==> src/adc_pkg.sv <==
/*
 activity detector, gain control and mixer configuration constants.
 assumes an 8-bit register port with 8-bit addresses from the control interface.
*/
package adc_pkg;
    // register offsets
    localparam logic [7:0] ADC_OFS_DET_CFG1   = 8'h1e;
    localparam logic [7:0] ADC_OFS_DET_CLK    = 8'h20;
    localparam logic [7:0] ADC_OFS_GAIN_EN    = 8'h24;
    localparam logic [7:0] ADC_OFS_MIX_EN     = 8'h2c;
    localparam logic [7:0] ADC_OFS_IRQ_MASK   = 8'h33;
    localparam logic [7:0] ADC_OFS_IRQ_LATCH  = 8'h3b;
    // reset values
    localparam logic [7:0] ADC_RST_DET_CFG1   = 8'h20;
    localparam logic [7:0] ADC_RST_DET_CLK    = 8'h00;
    localparam logic [7:0] ADC_RST_GAIN_EN    = 8'h00;
    localparam logic [7:0] ADC_RST_MIX_EN     = 8'h00;
    localparam logic [7:0] ADC_RST_IRQ_MASK   = 8'h30;
    // writable bits per register; the rest read back as zero
    localparam logic [7:0] ADC_WM_DET_CFG1    = 8'hfa;
    localparam logic [7:0] ADC_WM_DET_CLK     = 8'hf0;
    localparam logic [7:0] ADC_WM_GAIN_EN     = 8'hf0;
    localparam logic [7:0] ADC_WM_MIX_EN      = 8'h70;
    localparam logic [7:0] ADC_WM_IRQ_MASK    = 8'h30;
    // field positions
    localparam int ADC_POLICY_LSB   = 6;
    localparam int ADC_CHSEL_LSB    = 4;
    localparam int ADC_PIN_IRQ_BIT  = 3;
    localparam int ADC_DET_REC_BIT  = 1;
    localparam int ADC_CLKSRC_LSB   = 6;
    localparam int ADC_EXTFREQ_LSB  = 4;
    localparam int ADC_GAIN_LSB     = 4;
    localparam int ADC_MIX_SIDE_BIT = 6;
    localparam int ADC_MIX_CHAN_BIT = 5;
    localparam int ADC_MIX_LOOP_BIT = 4;
    localparam int ADC_UP_BIT       = 5;
    localparam int ADC_DN_BIT       = 4;

    typedef enum logic [1:0] {
        ADC_POL_HOST,
        ADC_POL_AUTO_BOTH,
        ADC_POL_AUTO_UP,
        ADC_POL_RESERVED
    } adc_policy_t;

    typedef enum logic [1:0] {
        ADC_CLK_OSC,
        ADC_CLK_BITCLK,
        ADC_CLK_CTRLPIN,
        ADC_CLK_CUSTOM
    } adc_clock_source_setting_t;
endpackage

==> src/adc_power_seq.sv <==
/*
 adc power sequencer: decides when the recording adc is powered.
 assumes host commands and detector events are one-cycle pulses on clk.
*/
`timescale 1ns/100ps
module adc_power_seq (
    // clock and reset
    input  wire logic               clk,
    input  wire logic               rst,
    // policy
    input  wire adc_pkg::adc_policy_t policy,
    // events
    input  wire logic               host_up,
    input  wire logic               host_down,
    input  wire logic               det_up,
    input  wire logic               det_down,
    // state
    output logic                    adc_on
);
    import adc_pkg::*;

    typedef struct packed {
        logic on;
    } adc_seq_st_t;

    adc_seq_st_t st_r;
    adc_seq_st_t st_nxt;

    always_comb begin
        st_nxt = st_r;
        // host commands act in every policy; down wins over up
        if (host_up)
            st_nxt.on = 1'b1;
        if (det_up && (policy == ADC_POL_AUTO_BOTH || policy == ADC_POL_AUTO_UP))
            st_nxt.on = 1'b1;
        if (det_down && policy == ADC_POL_AUTO_BOTH)
            st_nxt.on = 1'b0;
        if (host_down)
            st_nxt.on = 1'b0;
    end

    always_ff @(posedge clk) begin
        if (rst)
            st_r <= '0;
        else
            st_r <= st_nxt;
    end

    assign adc_on = st_r.on;
endmodule

==> src/adc_act_cfg.sv <==
/*
 configuration bank for the activity detector, gain control enables and mixers,
 with the detector event latches, masks and the adc power sequencer.
 assumes a synchronous register port on clk: one-cycle wr_en or rd_en, 8-bit address.
*/
// What this block does
// - policy 0: adc power follows only host commands, detector ignored.
// - policy 1: detector up event powers adc on, down event powers off.
// - policy 2: detector powers on, host powers off; code 3 reserved.
// - bits 5-4 pick monitored channel n+1; reset selects channel 3.
// - bit 3 puts interrupts on data-out pin while not recording.
// - bit 1 keeps detection running while recording; else detection idles then.
// - clock cfg bits 7-6 choose oscillator, bit clock, control pin, custom.
// - 0x24 bits 7-4 enable gain control channels 1-4, reset off.
// - 0x2c bits 6,5,4 enable side, channel, loopback mixers, reset off.
// - register 0x1e resets to 0x20.
// - up and down events latch flags that clear once read.
// - up and down events each have a mask, reset masked.
`timescale 1ns/100ps
module adc_act_cfg (
    // clock and reset
    input  wire logic                  clk,
    input  wire logic                  rst,
    // register port
    input  wire logic                  wr_en,
    input  wire logic                  rd_en,
    input  wire logic [7:0]            addr,
    input  wire logic [7:0]            wdata,
    output logic      [7:0]            rdata,
    output logic                       rvalid,
    // host power commands
    input  wire logic                  host_power_up,
    input  wire logic                  host_power_down,
    // detector events and recording state
    input  wire logic                  det_up_event,
    input  wire logic                  det_down_event,
    input  wire logic                  recording,
    // detector controls
    output adc_pkg::adc_policy_t       adc_power_policy,
    output logic      [1:0]            monitored_channel_select,
    output logic                       detector_run,
    output adc_pkg::adc_clock_source_setting_t      detector_clock_source,
    output logic      [1:0]            detector_ext_clock_freq,
    output logic                       adc_power_on,
    // data-out pin interrupt
    output logic                       dout_irq_enable,
    output logic                       dout_irq_level,
    // gain control and mixers
    output logic      [3:0]            gain_ctrl_enable,
    output logic                       mix_side_chain_en,
    output logic                       mix_adc_channel_en,
    output logic                       mix_loopback_en
);
    import adc_pkg::*;

    typedef struct packed {
        logic [7:0] det_cfg1;
        logic [7:0] det_clk;
        logic [7:0] gain_en;
        logic [7:0] mix_en;
        logic [7:0] irq_mask;
        logic [7:0] irq_latch;
        logic [7:0] rdata;
        logic       rvalid;
    } adc_cfg_st_t;

    adc_cfg_st_t st_r;
    adc_cfg_st_t st_nxt;

    logic        det_active;
    logic        up_ev;
    logic        dn_ev;
    logic [7:0]  rd_mux;
    logic        latch_read;

    // while recording, detection runs only when enabled
    assign det_active = !recording || st_r.det_cfg1[ADC_DET_REC_BIT];
    assign up_ev      = det_up_event && det_active;
    assign dn_ev      = det_down_event && det_active;

    always_comb begin
        unique case (addr)
            ADC_OFS_DET_CFG1:  rd_mux = st_r.det_cfg1;
            ADC_OFS_DET_CLK:   rd_mux = st_r.det_clk;
            ADC_OFS_GAIN_EN:   rd_mux = st_r.gain_en;
            ADC_OFS_MIX_EN:    rd_mux = st_r.mix_en;
            ADC_OFS_IRQ_MASK:  rd_mux = st_r.irq_mask;
            ADC_OFS_IRQ_LATCH: rd_mux = st_r.irq_latch;
            default:           rd_mux = 8'h00;
        endcase
    end

    assign latch_read = rd_en && (addr == ADC_OFS_IRQ_LATCH);

    always_comb begin
        st_nxt        = st_r;
        st_nxt.rvalid = rd_en;
        if (rd_en)
            st_nxt.rdata = rd_mux;
        if (wr_en) begin
            // only documented writable bits take the write; reserved bits stay at reset
            unique case (addr)
                ADC_OFS_DET_CFG1:
                    st_nxt.det_cfg1 = wdata & ADC_WM_DET_CFG1;
                ADC_OFS_DET_CLK:
                    st_nxt.det_clk = wdata & ADC_WM_DET_CLK;
                ADC_OFS_GAIN_EN:
                    st_nxt.gain_en = wdata & ADC_WM_GAIN_EN;
                ADC_OFS_MIX_EN:
                    st_nxt.mix_en = wdata & ADC_WM_MIX_EN;
                ADC_OFS_IRQ_MASK:
                    st_nxt.irq_mask = wdata & ADC_WM_IRQ_MASK;
                default: ;
            endcase
        end
        // reading the latch clears it; an event in the same cycle survives the clear
        if (latch_read)
            st_nxt.irq_latch = 8'h00;
        if (up_ev)
            st_nxt.irq_latch[ADC_UP_BIT] = 1'b1;
        if (dn_ev)
            st_nxt.irq_latch[ADC_DN_BIT] = 1'b1;
    end

    always_ff @(posedge clk) begin
        if (rst) begin
            st_r.det_cfg1  <= ADC_RST_DET_CFG1;
            st_r.det_clk   <= ADC_RST_DET_CLK;
            st_r.gain_en   <= ADC_RST_GAIN_EN;
            st_r.mix_en    <= ADC_RST_MIX_EN;
            st_r.irq_mask  <= ADC_RST_IRQ_MASK;
            st_r.irq_latch <= 8'h00;
            st_r.rdata     <= 8'h00;
            st_r.rvalid    <= 1'b0;
        end else begin
            st_r <= st_nxt;
        end
    end

    // power sequencer sees only unmasked-by-recording detector events;
    // masks gate the interrupt indication, not the power action
    adc_power_seq u_seq (
        .clk       (clk),
        .rst       (rst),
        .policy    (adc_policy_t'(st_r.det_cfg1[ADC_POLICY_LSB +: 2])),
        .host_up   (host_power_up),
        .host_down (host_power_down),
        .det_up    (up_ev),
        .det_down  (dn_ev),
        .adc_on    (adc_power_on)
    );

    assign rdata  = st_r.rdata;
    assign rvalid = st_r.rvalid;

    assign adc_power_policy         = adc_policy_t'(st_r.det_cfg1[ADC_POLICY_LSB +: 2]);
    assign monitored_channel_select = st_r.det_cfg1[ADC_CHSEL_LSB +: 2];
    assign detector_run             = det_active;
    assign detector_clock_source    = adc_clock_source_setting_t'(st_r.det_clk[ADC_CLKSRC_LSB +: 2]);
    // frequency code is passed through untouched; the host keeps it legal
    assign detector_ext_clock_freq  = st_r.det_clk[ADC_EXTFREQ_LSB +: 2];

    // pin only carries interrupts while no channel data is recorded
    assign dout_irq_enable = st_r.det_cfg1[ADC_PIN_IRQ_BIT] && !recording;
    assign dout_irq_level  = dout_irq_enable &&
                             ((st_r.irq_latch[ADC_UP_BIT] && !st_r.irq_mask[ADC_UP_BIT]) ||
                              (st_r.irq_latch[ADC_DN_BIT] && !st_r.irq_mask[ADC_DN_BIT]));

    // channel 1 sits in the top bit, so reverse into channel order
    for (genvar gch = 0; gch < 4; gch++) begin : g_gain
        assign gain_ctrl_enable[gch] = st_r.gain_en[ADC_GAIN_LSB+3-gch];
    end
    assign mix_side_chain_en  = st_r.mix_en[ADC_MIX_SIDE_BIT];
    assign mix_adc_channel_en = st_r.mix_en[ADC_MIX_CHAN_BIT];
    assign mix_loopback_en    = st_r.mix_en[ADC_MIX_LOOP_BIT];
endmodule

==> config.mk <==
export PLATFORM = sky130hd
export DESIGN_NAME = adc_act_cfg
export DESIGN_NICKNAME = d
export VERILOG_FILES = /design/src/adc_pkg.sv /design/src/adc_power_seq.sv /design/src/adc_act_cfg.sv
export SDC_FILE = /design/constraint.sdc
export NUM_CORES = 1
export LEC_CHECK = 0
export ABC_CLOCK_PERIOD_IN_PS = 1610
export BUFFER_PORTS_ARGS = -buffer_cell sky130_fd_sc_hd__clkbuf_2
export CAP_MARGIN = 0
export CORE_AREA = 2 2 59 61
export CTS_BUF_LIST = sky130_fd_sc_hd__clkbuf_8 sky130_fd_sc_hd__clkbuf_16
export CTS_CLUSTER_DIAMETER = 60
export DETAILED_ROUTE_END_ITERATION = 8
export DIE_AREA = 0 0 61 63
export GPL_ROUTABILITY_DRIVEN = 0
export HOLD_SLACK_MARGIN = 0.06
export PLACE_DENSITY = 0.76
export SYNTH_ARGS = -nofsm -noshare
export SYNTH_HDL_FRONTEND = slang
export SYNTH_SLANG_ARGS = --single-unit
==> constraint.sdc <==
create_clock -name clk -period 1.61 [get_ports clk]
set_input_delay 0.0805 -clock clk [delete_from_list [all_inputs] [get_ports clk]]
set_output_delay 0.0805 -clock clk [all_outputs]
set_load 0.03 [all_outputs]
==> impl_metrics.yaml, run 1 <==
outcome:
  status: "finished, final reports clean"
global_routing:
  grt-busiest-layer: "met2"
  antenna_found_initial: 0
  grtUsageMet3_pct: 6.832
  grt_use_total_pct: 19.57
  grt-ovfl-total: 0
  grt_pass1_vias: 1255
  grt_max_degree: 17
  grt_pass1_wl_microns: 5658
  met1_usage_pct: 24.20
  use_met2_pct: 30.91
clock_tree:
  clockBufferDepth: 2
  clk_pin_slew_ns: 0.06
  cts-root-buf: "clkbuf_8"
  clock_latency_ns: 0.29
  clkSinkCount: 29
  h-tree-depth: 2
  numCtsBuffers: 5
  cts_tree: "built"
  post_cts_buffers: 0
worst_setup_path:
  cp_max_fo: 3
  cpPeakStageDelay_ns: 0.35
  startpoint_type: "flip-flop"
  crit_type: "flip-flop to output port"
  r2r_start: "gain_ctrl_enable[3]"
  rrSetupSlack_ns: 0.44
  worst-path-buf-inv: 1
  cp-end-kind: "output port"
  reg2regPathDepth: 4
  critPathArrivalTime_ns: 1.17
  cp_top_family: "flip-flops"
  path_cells: "nor2b_1, and2_1, clkbuf_2"
  rr_endpoint: "rdata[4]"
  worstPathRequired_ns: 1.53
  cpMaxStageDelayCell: "dfxtp_1"
detailed_routing:
  wl_microns: 3499
  drc: 0
  wl_per_cell_microns: 13.83
  detail-route-antenna-nets: 0
  drtIter0Drc: 37
  drtPass1Iterations: 4
  vias_per_cell: 5.253
  via_count: 1329
place:
  io_buffers: 48
  placed_cell_area_sq_mm: 0.001637
  place_hpwl_microns: 2537
  dp_slack_ns: 0.1062
power_and_ir_drop:
  pwr-share-clk_pct: 39.5
  leakagePower_uw: 0.0007713
  comb_power_share_pct: 10.3
  power_density_mw_per_mm2: 817.7
  peakVddDrop_mv: 0.5663
  p_sw_share_pct: 26.00
  finalPower_uw: 1455
  p_int_uw: 1077
  p_seq_share_pct: 50.3
  p_switching_uw: 378.3
timing:
  fin_ws_ns: 0.3604
  finalCritPeriodShare_pct: 77.62
  rsz0062_at_grt: "false"
  slew_viol_final: 0
  setup_viol: 0
  finalHoldViolCount: 0
  fin_worst_skew_ns: 0.007893
  timing.setup.tns_ns: 0
  fin_crit_ns: 1.250
  fmax_ghz: 0.8002
synth:
  netlist_area_sq_mm: 0.001504
  synth.mux.area_fraction_pct: 12.81
  synth-simple-area-share_pct: 22.46
  synthesis.instances: 170
  synth_edf_count: 0
  synthAdderAreaFrac_pct: 0.8319
  yosysWarnings: 0
  synth_xor_xnor_area_share_pct: 0
  synth_top_area_share_pct: 38.60
  yosys.cell_types.count: 39
  synth.top_cells.by_count: "29 x dfxtp_1, 20 x buf_4, 17 x mux2i_1, 17 x nor2_1"
  synth-seq-cells: 29
  synth_top_family_by_area: "simple AND/OR/NAND/NOR gates"
  synth_top_area_cell: "dfxtp_1"
  seq_area_frac_synth_pct: 38.60
  yosys-top-cells-area: "dfxtp_1 39%, mux2i_1 11%, buf_4 10%"
  async_reset_ff_share_pct: 0
  ys.flop_type: "dfxtp_1"
  syn_avg_cell_area_sq_um: 8.847
  synth_compound_area_share_pct: 12.06
  synth.most_common_cell: "dfxtp_1"
die:
  die_x_microns: 61
  coreArea_sq_mm: 0.003232
  io_pins: 53
  initial_core_util_pct: 46.54
  die_h_microns: 63
  std_cell_rows: 21
  dieArea_sq_mm: 0.003843
finish:
  n_antenna_cell: 0
  nets: 232
  layout-drive-gt1-share_pct: 29.95
  fill_cells: 320
  syn_to_final_growth_pct: 18.30
  finalInstanceArea_sq_mm: 0.001779
min_path:
  hold_class: "input port to flip-flop"
  worstHoldStart: "wdata[7]"
  hold_depth: 3
  worstHoldEndpoint: "adc_power_policy[1]"
run:
  maxCapViolations: 0
worst reg2reg max path: cells and delay by family, from the launching register on:
family / cells / cell delay (ns)
flops: 1 / 0.32
compound gates: 3 / 0.47
mux: 1 / 0.26
stage by stage:
step                      hold slack (ns)  util, %  instances
final                             0.06135    55.05        253
after global routing              0.08670    55.05        253
after CTS                         0.06663    55.05        253
after detailed placement           0.3133    50.64        239
after global placement             0.3085    50.64        239
after floorplan                    0.1750        -        171
layout by cell type (no fill, tap or decap), types with 2 or more instances in the layout:
master and n:
mux2i_1 17, nor3b_1 2, o22ai_1 2, nor2b_1 3, dlygate4sd3_1 6, a211oi_1 2
o21ai_0 3, a21oi_1 10, and3_1 2, buf_4 2, nand3_1 8, a22o_1 3
clkbuf_8 5, clkinv_2 2, nor3_1 2, conb_1 2, a22oi_1 2, nand2b_1 5
dfxtp_1 29, nand2_1 10, mux2_2 2, nand4_1 2, inv_1 4, o21a_1 2
clkbuf_2 48, and2_1 2, nor2_1 17
timing repair:
item,4_1_cts,5_1_grt
endpoints found under the setup margin,0,0
hold buffers,6,0
gates resized for setup,0,0
hold endpoints to repair,5,0
cells by family (layout without fill, tap and decap cells):
group	count (synthesis)	in the layout
simple gates	61	61
mux	19	19
other cells	1	2
compound gates	28	28
fa+ha+maj	1	1
buf+inv	31	67
flops	29	29
sequential cells by signal, indices dropped and copies added, names as in the netlist:
register                  count
rdata                         6
detector_clock_source         2
adc_power_policy              2
u_seq.adc_on                  1
mix_loopback_en               1
mix_side_chain_en             1
mix_adc_channel_en            1
rvalid                        1
monitored_channel_select      2
gain_ctrl_enable              4
detector_ext_clock_freq       2
st_r                          6
cell type report:
class                      instances  area [sq um]  share of cell area [%]
clock buffer                       5         68.82                   3.868
timing repair buffer              56         315.3                   17.72
inverter                           3         11.26                  0.6329
clock inverter                     3         13.76                  0.7736
tap                               46         57.56                   3.235
sequential                        29         580.6                   32.63
multi-input combinational        111         732.0                   41.14
how the worst max path moves through the flow:
stage	start	endpoint	slack [ns]	depth (start not counted)
floorplan	st_r[52]	dout_irq_level	0.33	2
CTS	st_r[14]	dout_irq_level	0.36	4
global route	st_r[52]	dout_irq_level	0.27	3
finish	st_r[52]	dout_irq_level	0.36	3
global placement	addr[4]	gain_ctrl_enable[3]	0.14	5
detailed placement	addr[4]	gain_ctrl_enable[3]	0.11	5
metal layers:
layer  wire [microns]  up-vias
li1                 -      649
met3              265        4
met1             1457      621
met4               39        0
met5                0        -
met2             1736       55
power by group through the flow:
stage	clock network [uW]	registers, uW	logic (uW)
floorplan	0	752	83.9
global placement	0	747	135
detailed placement	0	747	136
CTS	579	731	148
global route	612	732	162
finish	574	731	149
No activity file was read; power rests on OpenSTA's default activity.
==> inputs of run 2 (changes only) <==
--- a/config.mk
+++ b/config.mk
@@ -5,17 +5,17 @@
 export SDC_FILE = /design/constraint.sdc
 export NUM_CORES = 1
 export LEC_CHECK = 0
-export ABC_CLOCK_PERIOD_IN_PS = 1610
+export ABC_CLOCK_PERIOD_IN_PS = 1040
 export BUFFER_PORTS_ARGS = -buffer_cell sky130_fd_sc_hd__clkbuf_2
 export CAP_MARGIN = 0
-export CORE_AREA = 2 2 59 61
+export CORE_AREA = 2 2 62 64
 export CTS_BUF_LIST = sky130_fd_sc_hd__clkbuf_8 sky130_fd_sc_hd__clkbuf_16
 export CTS_CLUSTER_DIAMETER = 60
 export DETAILED_ROUTE_END_ITERATION = 8
-export DIE_AREA = 0 0 61 63
+export DIE_AREA = 0 0 64 66
 export GPL_ROUTABILITY_DRIVEN = 0
 export HOLD_SLACK_MARGIN = 0.06
-export PLACE_DENSITY = 0.76
+export PLACE_DENSITY = 0.72
 export SYNTH_ARGS = -nofsm -noshare
 export SYNTH_HDL_FRONTEND = slang
 export SYNTH_SLANG_ARGS = --single-unit
==> constraint.sdc (replaced) <==
create_clock -name clk -period 1.04 [get_ports clk]
set_input_delay 0.052 -clock clk [delete_from_list [all_inputs] [get_ports clk]]
set_output_delay 0.052 -clock clk [all_outputs]
set_load 0.03 [all_outputs]
==> run 2 against run 1 <==
- the flow now finishes with violations (negative setup slack)
- sequential cell count stayed put
- critical path depth is 1 higher
- final cell count is 12% higher
- clock power is 52% higher
- setup slack worse by 0.44 ns
- hold slack worse by 0.0055 ns
- register-to-register slack worse by 0.52 ns
- die area is 9.9% higher
- combinational power is 100% higher
- clock skew is 0.0036 ns lower
- core utilization is 4.5 points higher
- first-iteration DRC count is 51% higher
- largest power group unchanged
==> impl_metrics.yaml, run 2 (synthesized netlist as in run 1, its figures left out) <==
worst_setup_path:
  path_cells: "inv_2, o22ai_2, and2_1, clkbuf_8"
  cp_top_family: "flip-flops"
  worstPathRequired_ns: 0.99
  crit_type: "flip-flop to output port"
  startpoint: "st_r[14]"
  cp_max_fo: 2
  cpPeakStageDelay_ns: 0.33
  cpMaxStageDelayCell: "dfxtp_2"
  startpoint_type: "flip-flop"
  worst-path-buf-inv: 2
  critPathArrivalTime_ns: 1.07
  r2r_start: "mix_adc_channel_en"
  cp-end-kind: "output port"
detailed_routing:
  drtPass1Iterations: 4
  via_count: 1407
  drtIter0Drc: 56
  drc: 0
  vias_per_cell: 4.972
  detail-route-antenna-nets: 0
  wl_microns: 3779
  wl_per_cell_microns: 13.35
timing:
  slew_viol_final: 0
  setup_viol: 3
  rsz0062_at_grt: "true"
  fmax_ghz: 0.8929
  fin_worst_skew_ns: 0.004272
  fin_crit_ns: 1.120
  finalHoldViolCount: 0
  finalCritPeriodShare_pct: 107.7
  fin_ws_ns: -0.07998
finish:
  n_antenna_cell: 0
  layout-drive-gt1-share_pct: 47.23
  fill_cells: 318
  nets: 260
  syn_to_final_growth_pct: 40.60
  layout_common_cells: "43 x clkbuf_2, 30 x buf_4, 20 x dfxtp_1, 17 x mux2i_1, 17 x nor2_1"
  final_common_cell: "clkbuf_2"
  final_util_pct: 59.55
run:
  maxCapViolations: 0
clock_tree:
  clk_pin_slew_ns: 0.06
  clockBufferDepth: 2
  numCtsBuffers: 5
  cts_tree: "built"
  h-tree-depth: 2
  clock_latency_ns: 0.28
  cts-root-buf: "clkbuf_8"
  clkSinkCount: 29
global_routing:
  grt_pass1_wl_microns: 5961
  grt-ovfl-total: 0
  grt_max_degree: 16
  grt_pass1_vias: 1290
  grt_use_total_pct: 18.94
  antenna_found_initial: 0
place:
  dp_slack_ns: -0.2807
  io_buffers: 48
  place_hpwl_microns: 2739
power_and_ir_drop:
  leakagePower_uw: 0.0009375
  power_density_mw_per_mm2: 1088
  p_switching_uw: 587.7
  comb_power_share_pct: 13.3
  p_sw_share_pct: 25.54
  finalPower_uw: 2301
  p_int_uw: 1714
  p_seq_share_pct: 48.9
  pwr-share-clk_pct: 37.8
  peakVddDrop_mv: 0.5649
die:
  dieArea_sq_mm: 0.004224
  coreArea_sq_mm: 0.003551
  std_cell_rows: 22
  die_h_microns: 66
  initial_core_util_pct: 42.35
  die_x_microns: 64
  io_pins: 53
outcome:
  status: "finished, violations left"
  violations: "negative setup slack"
min_path:
  hold_class: "input port to flip-flop"
  worstHoldStart: "wdata[6]"
-- run 2: worst min-delay path: stages --
cell and delay [ns]:
clkbuf_2 0.12, nand3_1 0.07, a21oi_1 0.05
-- run 2: path summary, 6_finish.rpt --
path | endpoint | slack, ns | depth (start not counted)
max | dout_irq_level | -0.08 | 4
min | adc_power_policy[0] | 0.06 | 3
max reg2reg | rdata[5] | -0.08 | 4
min reg2reg | st_r[50] | 0.47 | 2
-- run 2: cell type report --
cell class	count	area [sq um]	area share (%)
multi-input cells	111	810.8	38.34
flip-flops and latches	29	599.3	28.34
repair buffers	84	550.5	26.04
clock buffers	5	68.82	3.254
well taps	48	60.06	2.840
clock inverters	3	13.76	0.6509
inverters	3	11.26	0.5325
-- run 2: what timing repair did --
item	4_1_cts	5_1_grt
gates resized for setup	14	12
hold endpoints to repair	7	0
setup buffers	1	1
gates cloned	0	0
hold buffers	7	0
endpoints found under the setup margin	7	17
pin swaps	2	4
-- run 2: stage by stage --
stage	instance area, sq um	TNS, ns	instances	hold WS (ns)
floorplan	1562	-1.107	171	0.1465
global placement	1864	-4.269	266	0.2783
detailed placement	1864	-4.515	266	0.2843
CTS	2064	-0.2604	282	0.06018
global route	2115	-0.3895	283	0.08513
finish	2115	-0.2197	283	0.05580
-- run 2: power groups by stage --
stage	logic [uW]	clock network (uW)	registers (uW)
after floorplan	143	0	1160
after global placement	262	0	1150
after detailed placement	264	0	1150
after CTS	292	890	1130
after global routing	328	954	1130
final	305	870	1130
-- run 2: per-layer routing --
layer	part of all wire (%)	GRT usage, %	vias to the layer above
li1	-	-	704
met5	0	0	-
met1	46	22.50	658
met2	47	30.34	37
met3	3.8	4.770	8
met4	2.9	12.23	0
==> inputs of run 3 (changes only) <==
==> config.mk (replaced) <==
export PLATFORM = sky130hd
export DESIGN_NAME = adc_act_cfg
export DESIGN_NICKNAME = d
export VERILOG_FILES = /design/src/adc_pkg.sv /design/src/adc_power_seq.sv /design/src/adc_act_cfg.sv
export SDC_FILE = /design/constraint.sdc
export NUM_CORES = 1
export LEC_CHECK = 0
export ABC_CLOCK_PERIOD_IN_PS = 1300
export BUFFER_PORTS_ARGS = -buffer_cell sky130_fd_sc_hd__clkbuf_2
export CAP_MARGIN = 20
export CORE_AREA = 2 2 57 59
export CTS_BUF_LIST = sky130_fd_sc_hd__clkbuf_8 sky130_fd_sc_hd__clkbuf_16
export CTS_CLUSTER_DIAMETER = 60
export DETAILED_ROUTE_END_ITERATION = 8
export DIE_AREA = 0 0 59 61
export GPL_ROUTABILITY_DRIVEN = 0
export HOLD_SLACK_MARGIN = 0.06
export PLACE_DENSITY = 0.79
export SYNTH_ARGS = -nofsm -noshare
export SYNTH_HDL_FRONTEND = slang
export SYNTH_SLANG_ARGS = --single-unit
==> constraint.sdc (replaced) <==
create_clock -name clk -period 1.3 [get_ports clk]
set_input_delay 0.065 -clock clk [delete_from_list [all_inputs] [get_ports clk]]
set_output_delay 0.065 -clock clk [all_outputs]
set_load 0.03 [all_outputs]
==> run 3 against run 2 <==
- the run now ends clean
- routed wire length shrank 1.5%
- die area fell by 15%
- sequential power decreased by 20%
- hold slack gained 0.022 ns
- cell area fell by 11%
- via count down 2.6%
- largest power group unchanged
- highest routed layer unchanged
==> impl_metrics.yaml, run 3 (synthesized netlist as in run 1, its figures left out) <==
power_and_ir_drop:
  pwr-share-clk_pct: 39.7
  p_sw_share_pct: 26.67
  finalPower_uw: 1853
  p_switching_uw: 494.1
  peakVddDrop_mv: 0.7180
  power_density_mw_per_mm2: 982.0
  leakagePower_uw: 0.0008462
  comb_power_share_pct: 11.4
  p_seq_share_pct: 48.9
  p_int_uw: 1359
clock_tree:
  clk_pin_slew_ns: 0.07
  clkSinkCount: 29
  clockBufferDepth: 2
  clock_latency_ns: 0.29
  cts-root-buf: "clkbuf_8"
  h-tree-depth: 2
  cts_tree: "built"
  numCtsBuffers: 5
timing:
  rsz0062_at_grt: "false"
  fmax_ghz: 0.7998
  finalCritPeriodShare_pct: 96.18
  finalHoldViolCount: 0
  setup_viol: 0
  fin_crit_ns: 1.250
  fin_hold_ws_ns: 0.07783
  slew_viol_final: 0
  fin_worst_skew_ns: 0.008050
detailed_routing:
  wl_per_cell_microns: 14.54
  drtIter0Drc: 42
  via_count: 1370
  detail-route-antenna-nets: 0
  vias_per_cell: 5.352
  drtPass1Iterations: 4
  wl_microns: 3723
  drc: 0
worst_setup_path:
  startpoint_type: "flip-flop"
  crit_type: "flip-flop to output port"
  rrSetupSlack_ns: 0.14
  cp_max_fo: 3
  critPathArrivalTime_ns: 1.19
  cp-end-kind: "output port"
  worstPathRequired_ns: 1.24
place:
  dpl.cell_count: 242
  placed_cell_area_sq_mm: 0.001740
  io_buffers: 48
  place_hpwl_microns: 2748
die:
  initial_core_util_pct: 50.93
  die_h_microns: 61
  die_x_microns: 59
  coreArea_sq_mm: 0.002953
  std_cell_rows: 20
  io_pins: 53
  dieArea_sq_mm: 0.003599
finish:
  multi_input_area_sq_um: 732.0
  fill_cells: 257
  nets: 248
  finalInstanceArea_sq_mm: 0.001887
  layout-drive-gt1-share_pct: 35.43
  syn_to_final_growth_pct: 25.46
  final_util_pct: 63.90
  regArea_sq_um: 580.6
  layout_common_cells: "47 x clkbuf_2, 29 x dfxtp_1, 18 x buf_4, 17 x mux2i_1, 17 x nor2_1"
  stdcell_count: 256
  final_common_cell: "clkbuf_2"
  n_antenna_cell: 0
global_routing:
  grt_use_total_pct: 22.80
  grt_max_degree: 14
  grt_pass1_wl_microns: 5961
  antenna_found_initial: 0
  grt_pass1_vias: 1244
  grt-ovfl-total: 0
outcome:
  status: "finished, final reports clean"
min_path:
  hold_class: "input port to flip-flop"
run:
  maxCapViolations: 0
-- run 3: cell types whose count changed in the layout (fill, tap and decap cells not counted), sizes merged --
cell         before  now
clkinvlp          0    1
dlygate4sd3       7    6
inv               4    3
buf              31   19
clkbuf           51   52
-- run 3: cell type report --
cell class,instances,area share [%]
clock buffers,5,3.647
clock inverters,3,0.9284
inverters,3,0.5968
multi-input cells,111,38.79
flip-flops and latches,29,30.77
well taps,33,2.188
repair buffers,72,23.08
-- run 3: worst paths after layout --
| kind | start | end | cells past startpoint |
|---|---|---|---|
| worst max register to register | mix_loopback_en | rdata[4] | 4 |
| worst max-delay path | st_r[52] | dout_irq_level | 3 |
| worst min register to register | rdata[1] | rdata[1] | 2 |
| worst min-delay path | wdata[6] | adc_power_policy[0] | 3 |
-- run 3: power by group through the flow --
stage	clock network [uW]	registers [uW]	logic, uW
2_1_floorplan	0	931	104
3_3_place_gp	0	925	190
3_5_place_dp	0	926	193
4_1_cts	740	905	209
5_1_grt	780	906	228
6_report	736	905	211
-- run 3: per-stage QoR --
stage          setup slack [ns]  setup TNS (ns)
3_5_place_dp           -0.07116         -0.4556
5_1_grt                0.008719               0
6_report                0.04969               0
4_1_cts                 0.06449               0
3_3_place_gp           -0.04175         -0.2623
2_1_floorplan           0.03699               0
-- run 3: worst max-delay path: stages (launching register included) --
cell and delay [ns]:
dfxtp_1 0.36, nor2b_1 0.19, and2_1 0.14, buf_2 0.19
-- run 3: layer usage --
metal / track usage, % / wire length (microns) / vias to the layer above
met5: 0 / 0 / -
met4: 9.416 / 70 / 0
met3: 7.889 / 233 / 7
met2: 36.98 / 1807 / 47
met1: 27.75 / 1611 / 636
li1: - / - / 680
-- run 3: what timing repair did --
action	in CTS	in global routing
endpoints found under the hold margin	5	0
endpoints found under the setup margin	0	1
buffers inserted	0	0
hold buffers	6	0
resized for setup	0	1
